--- config.mk ---
export PLATFORM = sky130hd
export DESIGN_NAME = gpio_port_config
export DESIGN_NICKNAME = d
export VERILOG_FILES = /design/src/design/gpio_pkg.sv /design/src/design/gpio_port_config.sv /design/src/design/pin_filter.sv /design/src/design/pin_drive.sv
export SDC_FILE = /design/constraint.sdc
export NUM_CORES = 1
export LEC_CHECK = 0
export BUFFER_PORTS_ARGS = -buffer_cell sky130_fd_sc_hd__buf_2
export CAP_MARGIN = 30
export CORE_MARGIN = 8
export CORE_UTILIZATION = 45
export CTS_CLUSTER_SIZE = 40
export DETAILED_ROUTE_END_ITERATION = 8
export HOLD_SLACK_MARGIN = 0.05
export SYNTH_ARGS = -nofsm -noshare
export SYNTH_HDL_FRONTEND = slang
export SYNTH_HIERARCHICAL = 1
export SYNTH_SLANG_ARGS = --single-unit
--- constraint.sdc ---
create_clock -name pclk -period 1.64 [get_ports pclk]
set_input_delay 0.328 -clock pclk [delete_from_list [all_inputs] [get_ports pclk]]
set_output_delay 0.328 -clock pclk [all_outputs]
set_load 0.02 [all_outputs]
--- src/design/gpio_pkg.sv ---
// package for the gpio port block: register map, field positions, reset values
// assumes an apb slave with 32-bit data and word-aligned registers
package gpio_pkg;

    // ****************************************
    // register map (byte addresses)
    // ****************************************
    localparam logic [7:0] port0_mode_select_a_off         = 8'h00;
    localparam logic [7:0] port0_mode_select_b_off         = 8'h04;
    localparam logic [7:0] port1_mode_select_a_off         = 8'h08;
    localparam logic [7:0] port1_mode_select_b_off         = 8'h0c;
    localparam logic [7:0] port0_digital_input_disable_off = 8'h10;
    localparam logic [7:0] port0_latch_off                 = 8'h14;
    localparam logic [7:0] port1_latch_off                 = 8'h18;
    localparam logic [7:0] port3_latch_off                 = 8'h1c;
    localparam logic [7:0] port0_level_off                 = 8'h20;
    localparam logic [7:0] port1_level_off                 = 8'h24;
    localparam logic [7:0] port3_level_off                 = 8'h28;
    localparam logic [7:0] port3_mode_off                  = 8'h2c;

    // ****************************************
    // widths, fields and reset values
    // ****************************************
    localparam int         wide_port_width   = 8;
    localparam int         narrow_port_width = 2;
    localparam int         reset_pin_index   = 5;     // port 1 pin shared with reset
    localparam logic [7:0] mode_a_reset      = 8'hff; // input-only after power-up
    localparam logic [7:0] mode_b_reset      = 8'h00;
    localparam logic [3:0] narrow_mode_reset = 4'ha;  // port 3: both pins input-only
    localparam logic [7:0] latch_reset       = 8'hff;
    localparam logic [7:0] dis_field_mask    = 8'h3e; // bits 1..5 only
    localparam logic [7:0] dis_reset         = 8'h00;

    // ****************************************
    // timing
    // ****************************************
    localparam int strong_pullup_clocks = 2;  // cpu clocks of strong pull-up
    localparam int glitch_filter_clocks = 2;  // stable clocks before a level counts

    // drive mode, bits {mode_select_a_bit, mode_select_b_bit}
    typedef enum logic [1:0] {
        mode_quasi  = 2'h0,
        mode_push   = 2'h1,
        mode_input  = 2'h2,
        mode_open   = 2'h3
    } drive_mode_e;

    // drive controls of one pin toward the pad
    typedef struct packed {
        logic pull_down;
        logic strong_up;
        logic weak_up;
        logic very_weak_up;
    } pad_drive_s;

endpackage : gpio_pkg

--- src/design/gpio_port_config.sv ---
// gpio port block: two 8-bit ports, one 2-bit port, apb register access
// assumes pads resolve the drive controls; pad inputs are asynchronous
module gpio_port_config #(
    parameter int p_width = gpio_pkg::wide_port_width,
    parameter int n_width = gpio_pkg::narrow_port_width
) (
    input  wire logic                          pclk,
    input  wire logic                          presetn,
    input  wire logic                          psel,
    input  wire logic                          penable,
    input  wire logic                          pwrite,
    input  wire logic [7:0]                    paddr,
    input  wire logic [31:0]                   pwdata,
    output logic      [31:0]                   prdata,
    output logic                               pready,
    output logic                               pslverr,
    input  wire logic                          fast_ext_clock,
    output logic                               reset_pin_is_reset,
    input  wire logic [p_width-1:0]            port0_pad_in,
    input  wire logic [p_width-1:0]            port1_pad_in,
    input  wire logic [n_width-1:0]            port3_pad_in,
    output gpio_pkg::pad_drive_s [p_width-1:0] port0_drive,
    output gpio_pkg::pad_drive_s [p_width-1:0] port1_drive,
    output gpio_pkg::pad_drive_s [n_width-1:0] port3_drive
);

    // ****************************************
    // registers
    // ****************************************
    logic [7:0]         p0_ma_r;
    logic [7:0]         p0_mb_r;
    logic [7:0]         p1_ma_r;
    logic [7:0]         p1_mb_r;
    logic [3:0]         p3_mode_r;
    logic [7:0]         p0_dis_r;
    logic [p_width-1:0] p0_latch_r;
    logic [p_width-1:0] p1_latch_r;
    logic [n_width-1:0] p3_latch_r;
    logic [p_width-1:0] p0_level;
    logic [p_width-1:0] p1_level;
    logic [n_width-1:0] p3_level;
    logic               wr_en;
    logic               addr_ok;
    logic [31:0]        rd_nxt;
    logic [31:0]        prdata_r;

    // zero-wait slave: every access completes in its first access cycle
    assign pready  = 1'b1;
    assign wr_en   = psel && penable && pwrite;
    assign pslverr = psel && penable && !addr_ok;

    function automatic logic known_addr(input logic [7:0] a);
        return a == gpio_pkg::port0_mode_select_a_off
            || a == gpio_pkg::port0_mode_select_b_off
            || a == gpio_pkg::port1_mode_select_a_off
            || a == gpio_pkg::port1_mode_select_b_off
            || a == gpio_pkg::port0_digital_input_disable_off
            || a == gpio_pkg::port0_latch_off
            || a == gpio_pkg::port1_latch_off
            || a == gpio_pkg::port3_latch_off
            || a == gpio_pkg::port0_level_off
            || a == gpio_pkg::port1_level_off
            || a == gpio_pkg::port3_level_off
            || a == gpio_pkg::port3_mode_off;
    endfunction

    assign addr_ok = known_addr(paddr);

    // ****************************************
    // mode registers
    // ****************************************
    // all pins come out of reset input-only
    always_ff @(posedge pclk or negedge presetn) begin
        if (!presetn) begin
            p0_ma_r   <= gpio_pkg::mode_a_reset;
            p0_mb_r   <= gpio_pkg::mode_b_reset;
            p1_ma_r   <= gpio_pkg::mode_a_reset;
            p1_mb_r   <= gpio_pkg::mode_b_reset;
            p3_mode_r <= gpio_pkg::narrow_mode_reset;
        end else if (wr_en) begin
            if (paddr == gpio_pkg::port0_mode_select_a_off) p0_ma_r <= pwdata[7:0];
            if (paddr == gpio_pkg::port0_mode_select_b_off) p0_mb_r <= pwdata[7:0];
            if (paddr == gpio_pkg::port1_mode_select_a_off) p1_ma_r <= pwdata[7:0];
            if (paddr == gpio_pkg::port1_mode_select_b_off) p1_mb_r <= pwdata[7:0];
            if (paddr == gpio_pkg::port3_mode_off) p3_mode_r <= pwdata[3:0];
        end
    end

    // digital input disable, only bits 1..5 exist
    always_ff @(posedge pclk or negedge presetn) begin
        if (!presetn) begin
            p0_dis_r <= gpio_pkg::dis_reset;
        end else if (wr_en && paddr == gpio_pkg::port0_digital_input_disable_off) begin
            p0_dis_r <= pwdata[7:0] & gpio_pkg::dis_field_mask;
        end
    end

    // port latches
    always_ff @(posedge pclk or negedge presetn) begin
        if (!presetn) begin
            p0_latch_r <= p_width'(gpio_pkg::latch_reset);
            p1_latch_r <= p_width'(gpio_pkg::latch_reset);
            p3_latch_r <= n_width'(gpio_pkg::latch_reset);
        end else if (wr_en) begin
            if (paddr == gpio_pkg::port0_latch_off) p0_latch_r <= pwdata[p_width-1:0];
            if (paddr == gpio_pkg::port1_latch_off) p1_latch_r <= pwdata[p_width-1:0];
            if (paddr == gpio_pkg::port3_latch_off) p3_latch_r <= pwdata[n_width-1:0];
        end
    end

    // the reset duty takes the shared pin whenever a fast external clock runs
    assign reset_pin_is_reset = fast_ext_clock;

    // ****************************************
    // per-pin filter and drive
    // ****************************************
    for (genvar i = 0; i < p_width; i++) begin : g_wide
        pin_filter u_f0 (.pclk(pclk), .presetn(presetn),
                         .pad_in(port0_pad_in[i]), .level(p0_level[i]));
        pin_filter u_f1 (.pclk(pclk), .presetn(presetn),
                         .pad_in(port1_pad_in[i]), .level(p1_level[i]));
        pin_drive u_d0 (.pclk(pclk), .presetn(presetn),
                        .mode({p0_ma_r[i], p0_mb_r[i]}), .latch(p0_latch_r[i]),
                        .level(p0_level[i]), .input_only(1'b0),
                        .drive(port0_drive[i]));
        // the reset-shared pin never drives
        pin_drive u_d1 (.pclk(pclk), .presetn(presetn),
                        .mode({p1_ma_r[i], p1_mb_r[i]}), .latch(p1_latch_r[i]),
                        .level(p1_level[i]),
                        .input_only(i == gpio_pkg::reset_pin_index),
                        .drive(port1_drive[i]));
    end

    for (genvar j = 0; j < n_width; j++) begin : g_narrow
        pin_filter u_f3 (.pclk(pclk), .presetn(presetn),
                         .pad_in(port3_pad_in[j]), .level(p3_level[j]));
        pin_drive u_d3 (.pclk(pclk), .presetn(presetn),
                        .mode(p3_mode_r[2*j +: 2]), .latch(p3_latch_r[j]),
                        .level(p3_level[j]), .input_only(1'b0),
                        .drive(port3_drive[j]));
    end

    // ****************************************
    // read mux
    // ****************************************
    // level reads return filtered pins; disabled port 0 inputs read zero
    always_comb begin
        rd_nxt = 32'h0;
        unique case (paddr)
            gpio_pkg::port0_mode_select_a_off:         rd_nxt[7:0] = p0_ma_r;
            gpio_pkg::port0_mode_select_b_off:         rd_nxt[7:0] = p0_mb_r;
            gpio_pkg::port1_mode_select_a_off:         rd_nxt[7:0] = p1_ma_r;
            gpio_pkg::port1_mode_select_b_off:         rd_nxt[7:0] = p1_mb_r;
            gpio_pkg::port3_mode_off:                  rd_nxt[3:0] = p3_mode_r;
            gpio_pkg::port0_digital_input_disable_off: rd_nxt[7:0] = p0_dis_r;
            gpio_pkg::port0_latch_off: rd_nxt[p_width-1:0] = p0_latch_r;
            gpio_pkg::port1_latch_off: rd_nxt[p_width-1:0] = p1_latch_r;
            gpio_pkg::port3_latch_off: rd_nxt[n_width-1:0] = p3_latch_r;
            gpio_pkg::port0_level_off:
                rd_nxt[p_width-1:0] = p0_level & ~p0_dis_r[p_width-1:0];
            gpio_pkg::port1_level_off: rd_nxt[p_width-1:0] = p1_level;
            gpio_pkg::port3_level_off: rd_nxt[n_width-1:0] = p3_level;
            default:                   rd_nxt = 32'h0;
        endcase
    end

    // read data taken in the setup cycle so it stands from a flop in the access cycle;
    // a level read therefore shows the pin as filtered one clock before the access
    always_ff @(posedge pclk or negedge presetn) begin
        if (!presetn) begin
            prdata_r <= 32'h0;
        end else if (psel && !penable) begin
            prdata_r <= rd_nxt;
        end
    end

    assign prdata = prdata_r;

endmodule // gpio_port_config

--- src/design/pin_filter.sv ---
// glitch suppression for one pad input
// assumes the pad is asynchronous to pclk
module pin_filter #(
    parameter int stable_clocks = gpio_pkg::glitch_filter_clocks
) (
    input  wire logic pclk,
    input  wire logic presetn,
    input  wire logic pad_in,
    output logic      level
);

    logic [2:0] sync_r;
    logic [3:0] count_r;

    // three-stage synchroniser; second and third must agree
    always_ff @(posedge pclk or negedge presetn) begin
        if (!presetn) begin
            sync_r <= 3'h0;
        end else begin
            sync_r <= {sync_r[1:0], pad_in};
        end
    end

    // a new level must hold stable_clocks agreeing samples before it is seen
    always_ff @(posedge pclk or negedge presetn) begin
        if (!presetn) begin
            count_r <= 4'h0;
            level   <= 1'b0;
        end else if (sync_r[2] != sync_r[1] || sync_r[1] == level) begin
            count_r <= 4'h0;
        end else if (count_r >= 4'(stable_clocks - 1)) begin
            count_r <= 4'h0;
            level   <= sync_r[1];
        end else begin
            count_r <= count_r + 4'h1;
        end
    end

endmodule // pin_filter

--- src/design/pin_drive.sv ---
// drive decode for one port pin: mode, latch and sensed level to pad controls
// assumes the sensed level is already filtered and on pclk
module pin_drive (
    input  wire logic                pclk,
    input  wire logic                presetn,
    input  wire logic [1:0]          mode,
    input  wire logic                latch,
    input  wire logic                level,
    input  wire logic                input_only,
    output gpio_pkg::pad_drive_s     drive
);

    logic       latch_d_r;
    logic [1:0] boost_r;

    // strong pull-up pulse on a latch rise, held for a fixed count of clocks
    always_ff @(posedge pclk or negedge presetn) begin
        if (!presetn) begin
            latch_d_r <= 1'b1;
            boost_r   <= 2'h0;
        end else begin
            latch_d_r <= latch;
            if (latch && !latch_d_r) begin
                boost_r <= 2'(gpio_pkg::strong_pullup_clocks);
            end else if (boost_r != 2'h0) begin
                boost_r <= boost_r - 2'h1;
            end
        end
    end

    // mode decode; the reset pin ignores its mode bits entirely
    always_comb begin
        drive = '0;
        if (!input_only) begin
            unique case (gpio_pkg::drive_mode_e'(mode))
                gpio_pkg::mode_quasi: begin
                    drive.pull_down    = !latch;
                    drive.very_weak_up = latch;
                    drive.weak_up      = latch && level;
                    drive.strong_up    = latch && boost_r != 2'h0;
                end
                gpio_pkg::mode_push: begin
                    drive.strong_up = latch;
                    drive.pull_down = !latch;
                end
                gpio_pkg::mode_input: begin
                    drive = '0;
                end
                gpio_pkg::mode_open: begin
                    drive.pull_down = !latch;
                end
            endcase
        end
    end

endmodule // pin_drive

==> results of run 1 <==
-- what timing repair did --
action                     in CTS  in global routing
pin swaps                      33                 13
setup buffers                  66                 12
hold buffers                   19                  0
resized for setup             202                 60
hold endpoints to repair      232                  0
gates cloned                    0                  0
setup endpoints to repair      69                 72
-- power by group through the flow --
stage	logic [mW]	clock network (mW)	registers, mW
after global routing	5.79	7.38	8.06
after CTS	4.85	7.08	7.92
after floorplan	2.93	0	7.86
after global placement	3.82	0	8.02
after detailed placement	3.98	0	8.05
final	5.16	6.90	7.96
-- flip-flops by register name, indices dropped and copies added, names as in the netlist, 5 cells and up --
signal and cells:
g_wide.u_f1/count_r 32, p0_latch_r 8, p0_mb_r 8, p0_dis_r 5, g_wide.u_f0/level 8, g_narrow.u_f3/count_r 8, p1_ma_r 8, g_wide.u_d1/latch_d_r 8
g_wide.u_f0/sync_r 24, p0_ma_r 8, g_wide.u_d1/boost_r 16, prdata 8, p1_latch_r 8, g_wide.u_f1/level 8, g_wide.u_f1/sync_r 24, g_narrow.u_f3/sync_r 6
g_wide.u_d0/boost_r 16, g_wide.u_d0/latch_d_r 8, p1_mb_r 8, g_wide.u_f0/count_r 32
-- stage by stage --
| step | hold slack (ns) | cells | worst slack, ns | setup TNS (ns) |
|---|---|---|---|---|
| detailed placement | 0.2033 | 1694 | -0.3109 | -12.30 |
| CTS | 0.06068 | 1834 | -0.3923 | -19.89 |
| global route | 0.07687 | 1847 | -0.4872 | -22.94 |
| floorplan | 0.03241 | 1148 | -0.03758 | -0.5879 |
| global placement | 0.2055 | 1694 | -0.2863 | -11.53 |
| finish | 0.08130 | 1848 | -0.4121 | -18.17 |
-- path summary, 6_finish.rpt --
| kind | startpoint | end | slack, ns | cells after the start |
|---|---|---|---|---|
| max in group asynchronous | presetn | g_wide[6].u_d1/latch_d_r | 0.78 | 3 |
| setup / recovery | p1_latch_r[6] | port1_drive[25] | -0.41 | 3 |
| setup reg to reg | p1_mb_r[0] | prdata[0] | 0.08 | 4 |
| hold / removal | pwdata[6] | p1_latch_r[6] | 0.08 | 2 |
| hold reg to reg | g_wide[7].u_f0/sync_r[0] | g_wide[7].u_f0/sync_r[1] | 0.35 | 0 |
| min in group asynchronous | presetn | p0_mb_r[5] | 0.23 | 2 |
-- logic make-up (layout without fill, tap and decap cells) --
logic type / count (synthesis) / count (layout) / synth area share
and+or+nand+nor: 297 / 297 / 0.1875
DFF: 265 / 265 / 0.5060
AOI/OAI and AO/OA: 179 / 179 / 0.1100
buffers and inverters: 150 / 461 / 0.05123
adders and majority gates: 72 / 72 / 0.06805
muxes: 70 / 70 / 0.05955
other: 20 / 102 / 0.005671
xor gates and xnor gates: 18 / 18 / 0.01191
-- layer usage --
layer | up-vias | routed length [um]
li1 | 4351 | -
met1 | 4481 | 14080
met2 | 208 | 14990
met3 | 49 | 1755
met4 | 4 | 718
met5 | - | 22
-- cells in the final DEF, fill, tap and decap left out, drive strengths merged, types with 4 or more instances in the layout --
cell | netlist | final
inv | 111 | 111
conb | 20 | 97
a22oi | 8 | 8
diode | 0 | 5
a211oi | 18 | 18
mux2 | 60 | 60
dfstp | 54 | 54
clkbuf | 4 | 47
a2111oi | 19 | 19
nand2 | 57 | 57
ha | 72 | 72
dlygate4sd3 | 0 | 19
nor2b | 39 | 39
nor4b | 39 | 39
nand3 | 9 | 9
nor2 | 18 | 18
xnor2 | 18 | 18
dfrtp | 211 | 211
o22ai | 22 | 22
o211ai | 18 | 18
and2 | 72 | 72
nor4 | 5 | 5
a311oi | 4 | 4
o21a | 18 | 18
o21ai | 30 | 30
or3b | 19 | 19
a32oi | 4 | 4
a21oi | 5 | 5
mux2i | 9 | 9
buf | 35 | 275
clkinv | 0 | 5
nand3b | 22 | 22
a21boi | 18 | 18
-- final cells by class --
| class | instances | area (um^2) | share of cell area |
|---|---|---|---|
| antenna | 5 | 12.51 | 0.0007020 |
| clock buffer | 47 | 945.9 | 0.05307 |
| inverter | 111 | 431.7 | 0.02422 |
| tap | 384 | 480.5 | 0.02695 |
| multi-input combinational | 733 | 6766 | 0.3796 |
| clock inverter | 9 | 100.1 | 0.005616 |
| sequential | 265 | 6719 | 0.3769 |
| timing repair buffer | 294 | 2369 | 0.1329 |
==> results.cfg, run 1 <==
[status]
status = complete, but fails checks
violations = negative setup slack

[logic_synthesis]
ys_async_sr_fraction = 1.000
synth_common_cells = dfrtp_1 (211), inv_1 (111), and2_1 (72), ha_1 (72), mux2_2 (60)
netlist_instances = 1071
netlist_top_cells_area = dfrtp_1 (40%), dfstp_2 (11%), nor4b_4 (6.8%)
synth_cell_types = 63
synth_area_um2 = 13240
synth_warnings = 6
synth_most_common_cell = dfrtp_1
synth_edf_count = 0
avgSynthCellArea_um2 = 12.36
synth-seq-area-share = 0.5060
ys_ff_latch = 265
synth_top_area_share = 0.3989
synthFlopType = dfrtp_1
synth_area_leader_cell = dfrtp_1

[clock_network]
clkSlewWorstSetupHoldPaths_ns = 0.06
cts_buffers = 30
worstSkewPairLatency_ns = 0.55
h-tree-depth = 1
clockRootBuffer = clkbuf_16
cts_sinks = 265
cts_tree = done
cts_buffer_depth = 3

[setup_path]
arrival_ns = 1.72
worst_path_max_delay_cell = dfstp_2
start_kind = register
end_kind = output pin
cp.required_ns = 1.31
cpPeakStageDelay_ns = 0.59
cp_num_buf_inv = 1
cpLargestDelayFamily = flip-flops
crit_chain = nor4b_4 -> and2_4 -> buf_6
worst-setup-path-type = register to output pin
cp_max_fo = 5

[pwr]
p_total_mw = 20.02
intPower_mw = 14.46
p_leak_nw = 7.934
p_switching_mw = 5.566
pwr-share-clk = 0.344
combPwrFrac = 0.258
power.density_nw_per_um2 = 1123
irDropWorstVdd_uv = 1307
swShare = 0.2780
seq_power_share = 0.398

[die]
rows = 62
core-area_um2 = 28860
die_w_um = 187.5
die_y_um = 187.5
ioPinCount = 171
die_area_um2 = 35160
start_util = 0.4587

[global_route]
grtUsageTotal = 0.1761
grt_pass1_vias = 9324
grt_pass1_wl_um = 50750
met2_usage = 0.2835
antenna_found_initial = 7
grt_start_max_net_pins = 59
met1_usage = 0.2368
met3_usage = 0.04137
grt.busiest_layer = met2
grt-ovfl-total = 0

[layout]
final_util = 0.6177
area_growth_pct = 34.65
nFillCells = 2369
finalInstanceArea_um2 = 17820
drive_gt1_frac = 0.4373
finalNetCount = 1571

[hold_path]
min_path_type = primary input to register

[route]
drt_iter0_markers = 479
wl_um = 31570
avgViaCountPerCell = 4.920
vias = 9093
firstDrtPassIters = 6
drc = 0
wl_per_cell_um = 17.08
ant_nets = 0

[timing]
worst_slack_ns = -0.4121
rsz0062_at_grt = true
drv_slew = 0
worstMarginPinSlew_ns = 0.8328
timing.slew.headroom = 0.4414
fin_skew_ns = 0.007190
fin_crit_sh = 1.251
setup_viol = 68
finalCriticalPeriod_ns = 2.052
final_hold_viol_count = 0
fmax_ghz = 0.4873

[flow_run]
max_cap_viol_count = 0

[placement]
finalWeightedCongestion = 0.8707
dp_hpwl_um = 22130
portBuffers = 115
placed_area_um2 = 15080
Power figures use the tool's default switching activity.
==> inputs of run 2 (changes only) <==
--- a/config.mk
+++ b/config.mk
@@ -13,6 +13,7 @@
 export DETAILED_ROUTE_END_ITERATION = 8
+export GPL_TIMING_DRIVEN = 0
 export HOLD_SLACK_MARGIN = 0.05
+export PLACE_DENSITY = 0.65
 export SYNTH_ARGS = -nofsm -noshare
 export SYNTH_HDL_FRONTEND = slang
-export SYNTH_HIERARCHICAL = 1
 export SYNTH_SLANG_ARGS = --single-unit
--- a/constraint.sdc
+++ b/constraint.sdc
@@ -3,2 +3,2 @@
 set_output_delay 0.328 -clock pclk [all_outputs]
-set_load 0.02 [all_outputs]
+set_load 0.05 [all_outputs]
==> results.cfg, run 2 <==
[route]
avgViaCountPerCell = 5.031
wl_um = 30100
ant_nets = 0
drc = 0
drt_iter0_markers = 725
vias = 8814
wl_per_cell_um = 17.18
firstDrtPassIters = 6

[pwr]
p_total_mw = 18.67
seq_power_share = 0.416
irDropWorstVdd_uv = 846.3
pwr-share-clk = 0.350
p_leak_nw = 7.684
combPwrFrac = 0.234
power.density_nw_per_um2 = 1125
p_switching_mw = 5.327
swShare = 0.2854
intPower_mw = 13.34

[timing]
worstMarginPinSlew_ns = 1.004
setup_viol = 68
worst_slack_ns = -0.3161
final_hold_viol_count = 45
timing.slew.headroom = 0.3291
whs_ns = -0.09176
drv_slew = 0
fin_skew_ns = 0.01732
rsz0062_at_grt = true
fmax_ghz = 0.5112
finalCriticalPeriod_ns = 1.956
fin_crit_sh = 1.193

[logic_synthesis]
synth_cell_types = 55
netlist_top_cells_area = dfrtp_1 (44%), dfstp_2 (12%), ha_1 (7.4%)
synth_common_cells = dfrtp_1 (209), nor2_1 (110), a21oi_1 (105), inv_1 (105), ha_1 (71)
ys_ff_latch = 262
synth_warnings = 0
synth_area_um2 = 11940
ys_async_sr_fraction = 1.000
synth_area_leader_cell = dfrtp_1
synthFlopType = dfrtp_1
netlist_instances = 1085
synth_top_area_share = 0.4382
synth-seq-area-share = 0.5548
avgSynthCellArea_um2 = 11.00
synth_most_common_cell = dfrtp_1
synth_edf_count = 0

[layout]
drive_gt1_frac = 0.3990
top_regs = g_wide.u_f0.count_r x32, g_wide.u_f1.count_r x32
final_cell_mix = dfrtp_1 (207), buf_4 (118), inv_1 (92)
finalNetCount = 1530
layout_commonest_cell = dfrtp_1
area_growth_pct = 39.01

[clock_network]
clockRootBuffer = clkbuf_16
h-tree-depth = 1
cts_sinks = 262
cts_buffer_depth = 3
cts_tree = done
ctsHoldBuffers = 20
worstSkewPairLatency_ns = 0.54
cts_buffers = 28
clkSlewWorstSetupHoldPaths_ns = 0.06

[setup_path]
cp.required_ns = 1.31
worst-setup-path-type = register to output pin
end_kind = output pin
cp_max_fo = 2
arrival_ns = 1.63
start_kind = register

[die]
die_area_um2 = 31990
die_w_um = 178.9
die_y_um = 178.9
start_util = 0.4581
rows = 59
ioPinCount = 171
core-area_um2 = 26060

[global_route]
antenna_found_initial = 4
grt_pass1_vias = 8956
grt_start_max_net_pins = 125
grtUsageTotal = 0.1859
grt_pass1_wl_um = 47290
grt-ovfl-total = 0

[placement]
finalWeightedCongestion = 0.8488
portBuffers = 113
dp_hpwl_um = 19640
place_ws_ns = -0.8308

[hold_path]
min_path_type = primary input to asynchronous set/reset pin

[status]
violations = negative hold slack, negative setup slack
status = complete, but fails checks

[flow_run]
max_cap_viol_count = 0
-- run 2: what timing repair did --
action | in CTS | in global routing
gates resized for setup | 280 | 57
setup buffers | 75 | 31
endpoints found under the setup margin | 124 | 98
pin swaps | 22 | 16
hold endpoints to repair | 70 | 94
-- run 2: area by class of cell --
class | count | area (um^2)
Antenna cell | 1 | 2.502
Sequential cell | 262 | 6625
Fill cell | 1973 | 9465
Buffer | 44 | 320.3
Tap cell | 335 | 419.2
Clock buffer | 41 | 830.8
Clock inverter | 10 | 127.6
Inverter | 105 | 394.1
Timing Repair Buffer | 235 | 2201
Multi-Input combinational cell | 719 | 5673
-- run 2: per-layer routing --
| metal | GRT usage | part of all wire | routed length [um] |
|---|---|---|---|
| met3 | 0.04507 | 0.078 | 2356 |
| met2 | 0.2953 | 0.47 | 14110 |
| met4 | 0.05580 | 0.028 | 839 |
| met5 | 0 | 0.0014 | 41 |
| met1 | 0.2488 | 0.42 | 12740 |
-- run 2: path summary, 6_finish.rpt --
path	startpoint	endpoint	slack, ns	cells past startpoint
setup reg to reg	p0_mb_r[6]	prdata[6]	0.01	5
hold reg to reg	g_wide[1].u_f0.sync_r[0]	g_wide[1].u_f0.sync_r[1]	0.35	0
setup / recovery	p3_latch_r[1]	port3_drive[5]	-0.32	4
hold / removal	presetn	g_wide[1].u_f1.count_r[3]	-0.09	3
max in group asynchronous	presetn	p0_mb_r[7]	0.64	4
min in group pclk	pwdata[6]	p0_mb_r[6]	0.10	3
-- run 2: critical path: stages (launching register included) --
cell and delay (ns):
dfstp_2 0.58, nand2b_4 0.08, nor2_4 0.11, and2_4 0.16, buf_8 0.14
-- run 2: cell families after synthesis --
kind of cell,after synthesis,share of synthesized area
and+or+nand+nor,336,0.1470
DFF,262,0.5548
AOI/OAI and AO/OA,192,0.09665
buffers and inverters,149,0.05797
adders and majority gates,71,0.07442
muxes,56,0.05608
xor gates and xnor gates,17,0.01247
other,2,0.0006292
-- run 2: stage by stage --
stage / std cells / hold slack [ns] / util / cell area (um^2) / TNS, ns
4_1_cts: 1726 / -0.04402 / 0.6200 / 16160 / -14.04
2_1_floorplan: 1130 / 0.03241 / - / 12380 / -0.7693
3_3_place_gp: 1578 / 0.3320 / 0.5127 / 13360 / -1143.72
5_1_grt: 1751 / -0.02668 / 0.6367 / 16590 / -16.30
6_report: 1752 / -0.09176 / 0.6368 / 16590 / -13.50
3_5_place_dp: 1580 / 0.1759 / 0.5152 / 13430 / -33.60
-- run 2: power groups by stage --
stage | Clock, mW | Sequential (mW) | Combinational [mW]
3_5_place_dp | 0 | 7.88 | 3.22
4_1_cts | 6.67 | 7.75 | 3.90
6_report | 6.53 | 7.77 | 4.36
2_1_floorplan | 0 | 7.73 | 2.51
5_1_grt | 6.93 | 7.84 | 4.93
3_3_place_gp | 0 | 7.86 | 3.02
==> inputs of run 3 (changes only) <==
CORE_ASPECT_RATIO = 1.4   (was unset)
HOLD_SLACK_MARGIN = 0.02   (was 0.05)
==> results.cfg, run 3 (synthesized netlist as in run 2, its figures left out) <==
[setup_path]
start_kind = register
worst_path_max_delay_cell = dfstp_2
crit_chain = nand2b_4 -> nor2_4 -> and2_4 -> buf_8
arrival_ns = 1.60
end_kind = output pin
cpPeakStageDelay_ns = 0.57
cp.required_ns = 1.31
cp_max_fo = 2
worst-setup-path-type = register to output pin

[timing]
drv_slew = 0
worstMarginPinSlew_ns = 0.8258
finalCriticalPeriod_ns = 1.926
rsz0062_at_grt = true
final_hold_viol_count = 0
timing.slew.headroom = 0.4481
fin_skew_ns = 0.008451
fin_crit_sh = 1.174
fmax_ghz = 0.5193
setup_viol = 68
worst_slack_ns = -0.2858

[pwr]
p_total_mw = 18.65
p_leak_nw = 7.713
intPower_mw = 13.32
p_switching_mw = 5.329
combPwrFrac = 0.243
power.density_nw_per_um2 = 1113
seq_power_share = 0.416
irDropWorstVdd_uv = 740.0
swShare = 0.2857
pwr-share-clk = 0.340

[die]
ioPinCount = 171
start_util = 0.4573
die_w_um = 153.6
die_y_um = 208.7
die_area_um2 = 32070
rows = 70
core-area_um2 = 26100

[global_route]
antenna_found_initial = 4
grt_pass1_wl_um = 47760
grtUsageTotal = 0.1836
grt_pass1_vias = 9027
grt_start_max_net_pins = 110
grt-ovfl-total = 0

[clock_network]
cts_buffer_depth = 3
cts_buffers = 27
worstSkewPairLatency_ns = 0.53
cts_tree = done
clockRootBuffer = clkbuf_16
h-tree-depth = 1
clkSlewWorstSetupHoldPaths_ns = 0.06
cts_sinks = 262

[placement]
dp_hpwl_um = 20010
finalWeightedCongestion = 0.9382
portBuffers = 113
placed_area_um2 = 13410

[route]
drc = 0
ant_nets = 0
vias = 8922
avgViaCountPerCell = 5.110
wl_per_cell_um = 17.37
drt_iter0_markers = 371
firstDrtPassIters = 5
wl_um = 30330

[status]
violations = negative setup slack
status = complete, but fails checks

[layout]
drive_gt1_frac = 0.4062
nFillCells = 1984
finalInstanceArea_um2 = 16750
final_util = 0.6418
area_growth_pct = 40.32
final_cell_mix = dfrtp_1 (206), buf_4 (108), inv_1 (89)
top_regs = g_wide.u_f0.count_r x32, g_wide.u_f1.count_r x32
layout_commonest_cell = dfrtp_1
finalNetCount = 1533

[hold_path]
min_path_type = primary input to register

[flow_run]
max_cap_viol_count = 0
-- run 3: changes by cell type in the layout (fill, tap and decap cells not counted), moves of 3 or more --
| cell | previous run | this run |
|---|---|---|
| inv_2 | 13 | 16 |
| ha_4 | 9 | 14 |
| a21oi_2 | 20 | 10 |
| ha_2 | 8 | 3 |
| a21oi_4 | 17 | 26 |
| inv_1 | 92 | 89 |
| buf_6 | 51 | 66 |
| nor2_2 | 7 | 10 |
| buf_4 | 118 | 108 |
| nor2_1 | 84 | 81 |
| diode_2 | 1 | 4 |
-- run 3: final cells by class --
| class | count | area, um^2 | share of cell area |
|---|---|---|---|
| sequential | 262 | 6626 | 0.3956 |
| clock buffer | 40 | 804.5 | 0.04803 |
| antenna | 4 | 10.01 | 0.0005976 |
| inverter | 105 | 394.1 | 0.02353 |
| clock inverter | 9 | 120.1 | 0.007171 |
| buffer | 44 | 327.8 | 0.01957 |
| tap | 324 | 405.4 | 0.02420 |
| multi-input combinational | 719 | 5799 | 0.3462 |
| timing repair buffer | 239 | 2262 | 0.1351 |
-- run 3: critical path: cells and delay by family (launching register included) --
family	cells	cell delay (ns)
buffers and inverters	1	0.14
DFF	1	0.57
and+or+nand+nor	3	0.37
-- run 3: per-stage QoR --
step           setup TNS [ns]  setup slack, ns  hold slack, ns  instances
6_report               -12.94          -0.2858         0.09524       1746
5_1_grt                -15.92          -0.3291         0.09918       1745
4_1_cts                -13.09          -0.2850         0.07530       1698
3_5_place_dp           -36.03          -0.8090          0.3347       1569
3_3_place_gp         -1141.63           -4.583          0.3322       1567
2_1_floorplan         -0.7693         -0.04935         0.03241       1130
-- run 3: layer usage --
layer | share of wire | track usage | up-vias | wire (um)
li1 | - | - | 4221 | -
met1 | 0.40 | 0.2203 | 4381 | 12280
met2 | 0.51 | 0.3208 | 241 | 15410
met3 | 0.052 | 0.03408 | 77 | 1588
met4 | 0.034 | 0.07116 | 2 | 1042
met5 | 0.00030 | 0 | - | 9
-- run 3: timing repair --
action,CTS,global route
resized for setup,301,77
setup endpoints to repair,144,101
setup buffers,61,51
hold buffers,19,0
endpoints found under the hold margin,78,0
pin swaps,21,22
-- run 3: worst paths after layout --
path | startpoint | end | slack, ns | cells past startpoint
setup reg to reg | g_narrow[0].u_f3.count_r[0] | g_narrow[0].u_f3.level | 0.07 | 4
hold / removal | pwdata[6] | p1_mb_r[6] | 0.1 | 3
max in group asynchronous | presetn | g_narrow[1].u_d3.latch_d_r | 0.37 | 3
hold reg to reg | g_wide[3].u_f1.sync_r[0] | g_wide[3].u_f1.sync_r[1] | 0.35 | 0
setup / recovery | p3_mode_r[3] | port3_drive[5] | -0.29 | 4
min in group asynchronous | presetn | g_wide[7].u_f1.sync_r[1] | 0.34 | 2
-- run 3: power by group through the flow --
stage	sequential (mW)	clock [mW]	combinational, mW
finish	7.77	6.35	4.54
global route	7.84	6.77	5.11
CTS	7.74	6.49	3.88
detailed placement	7.88	0	3.24
global placement	7.85	0	3.03
floorplan	7.73	0	2.51
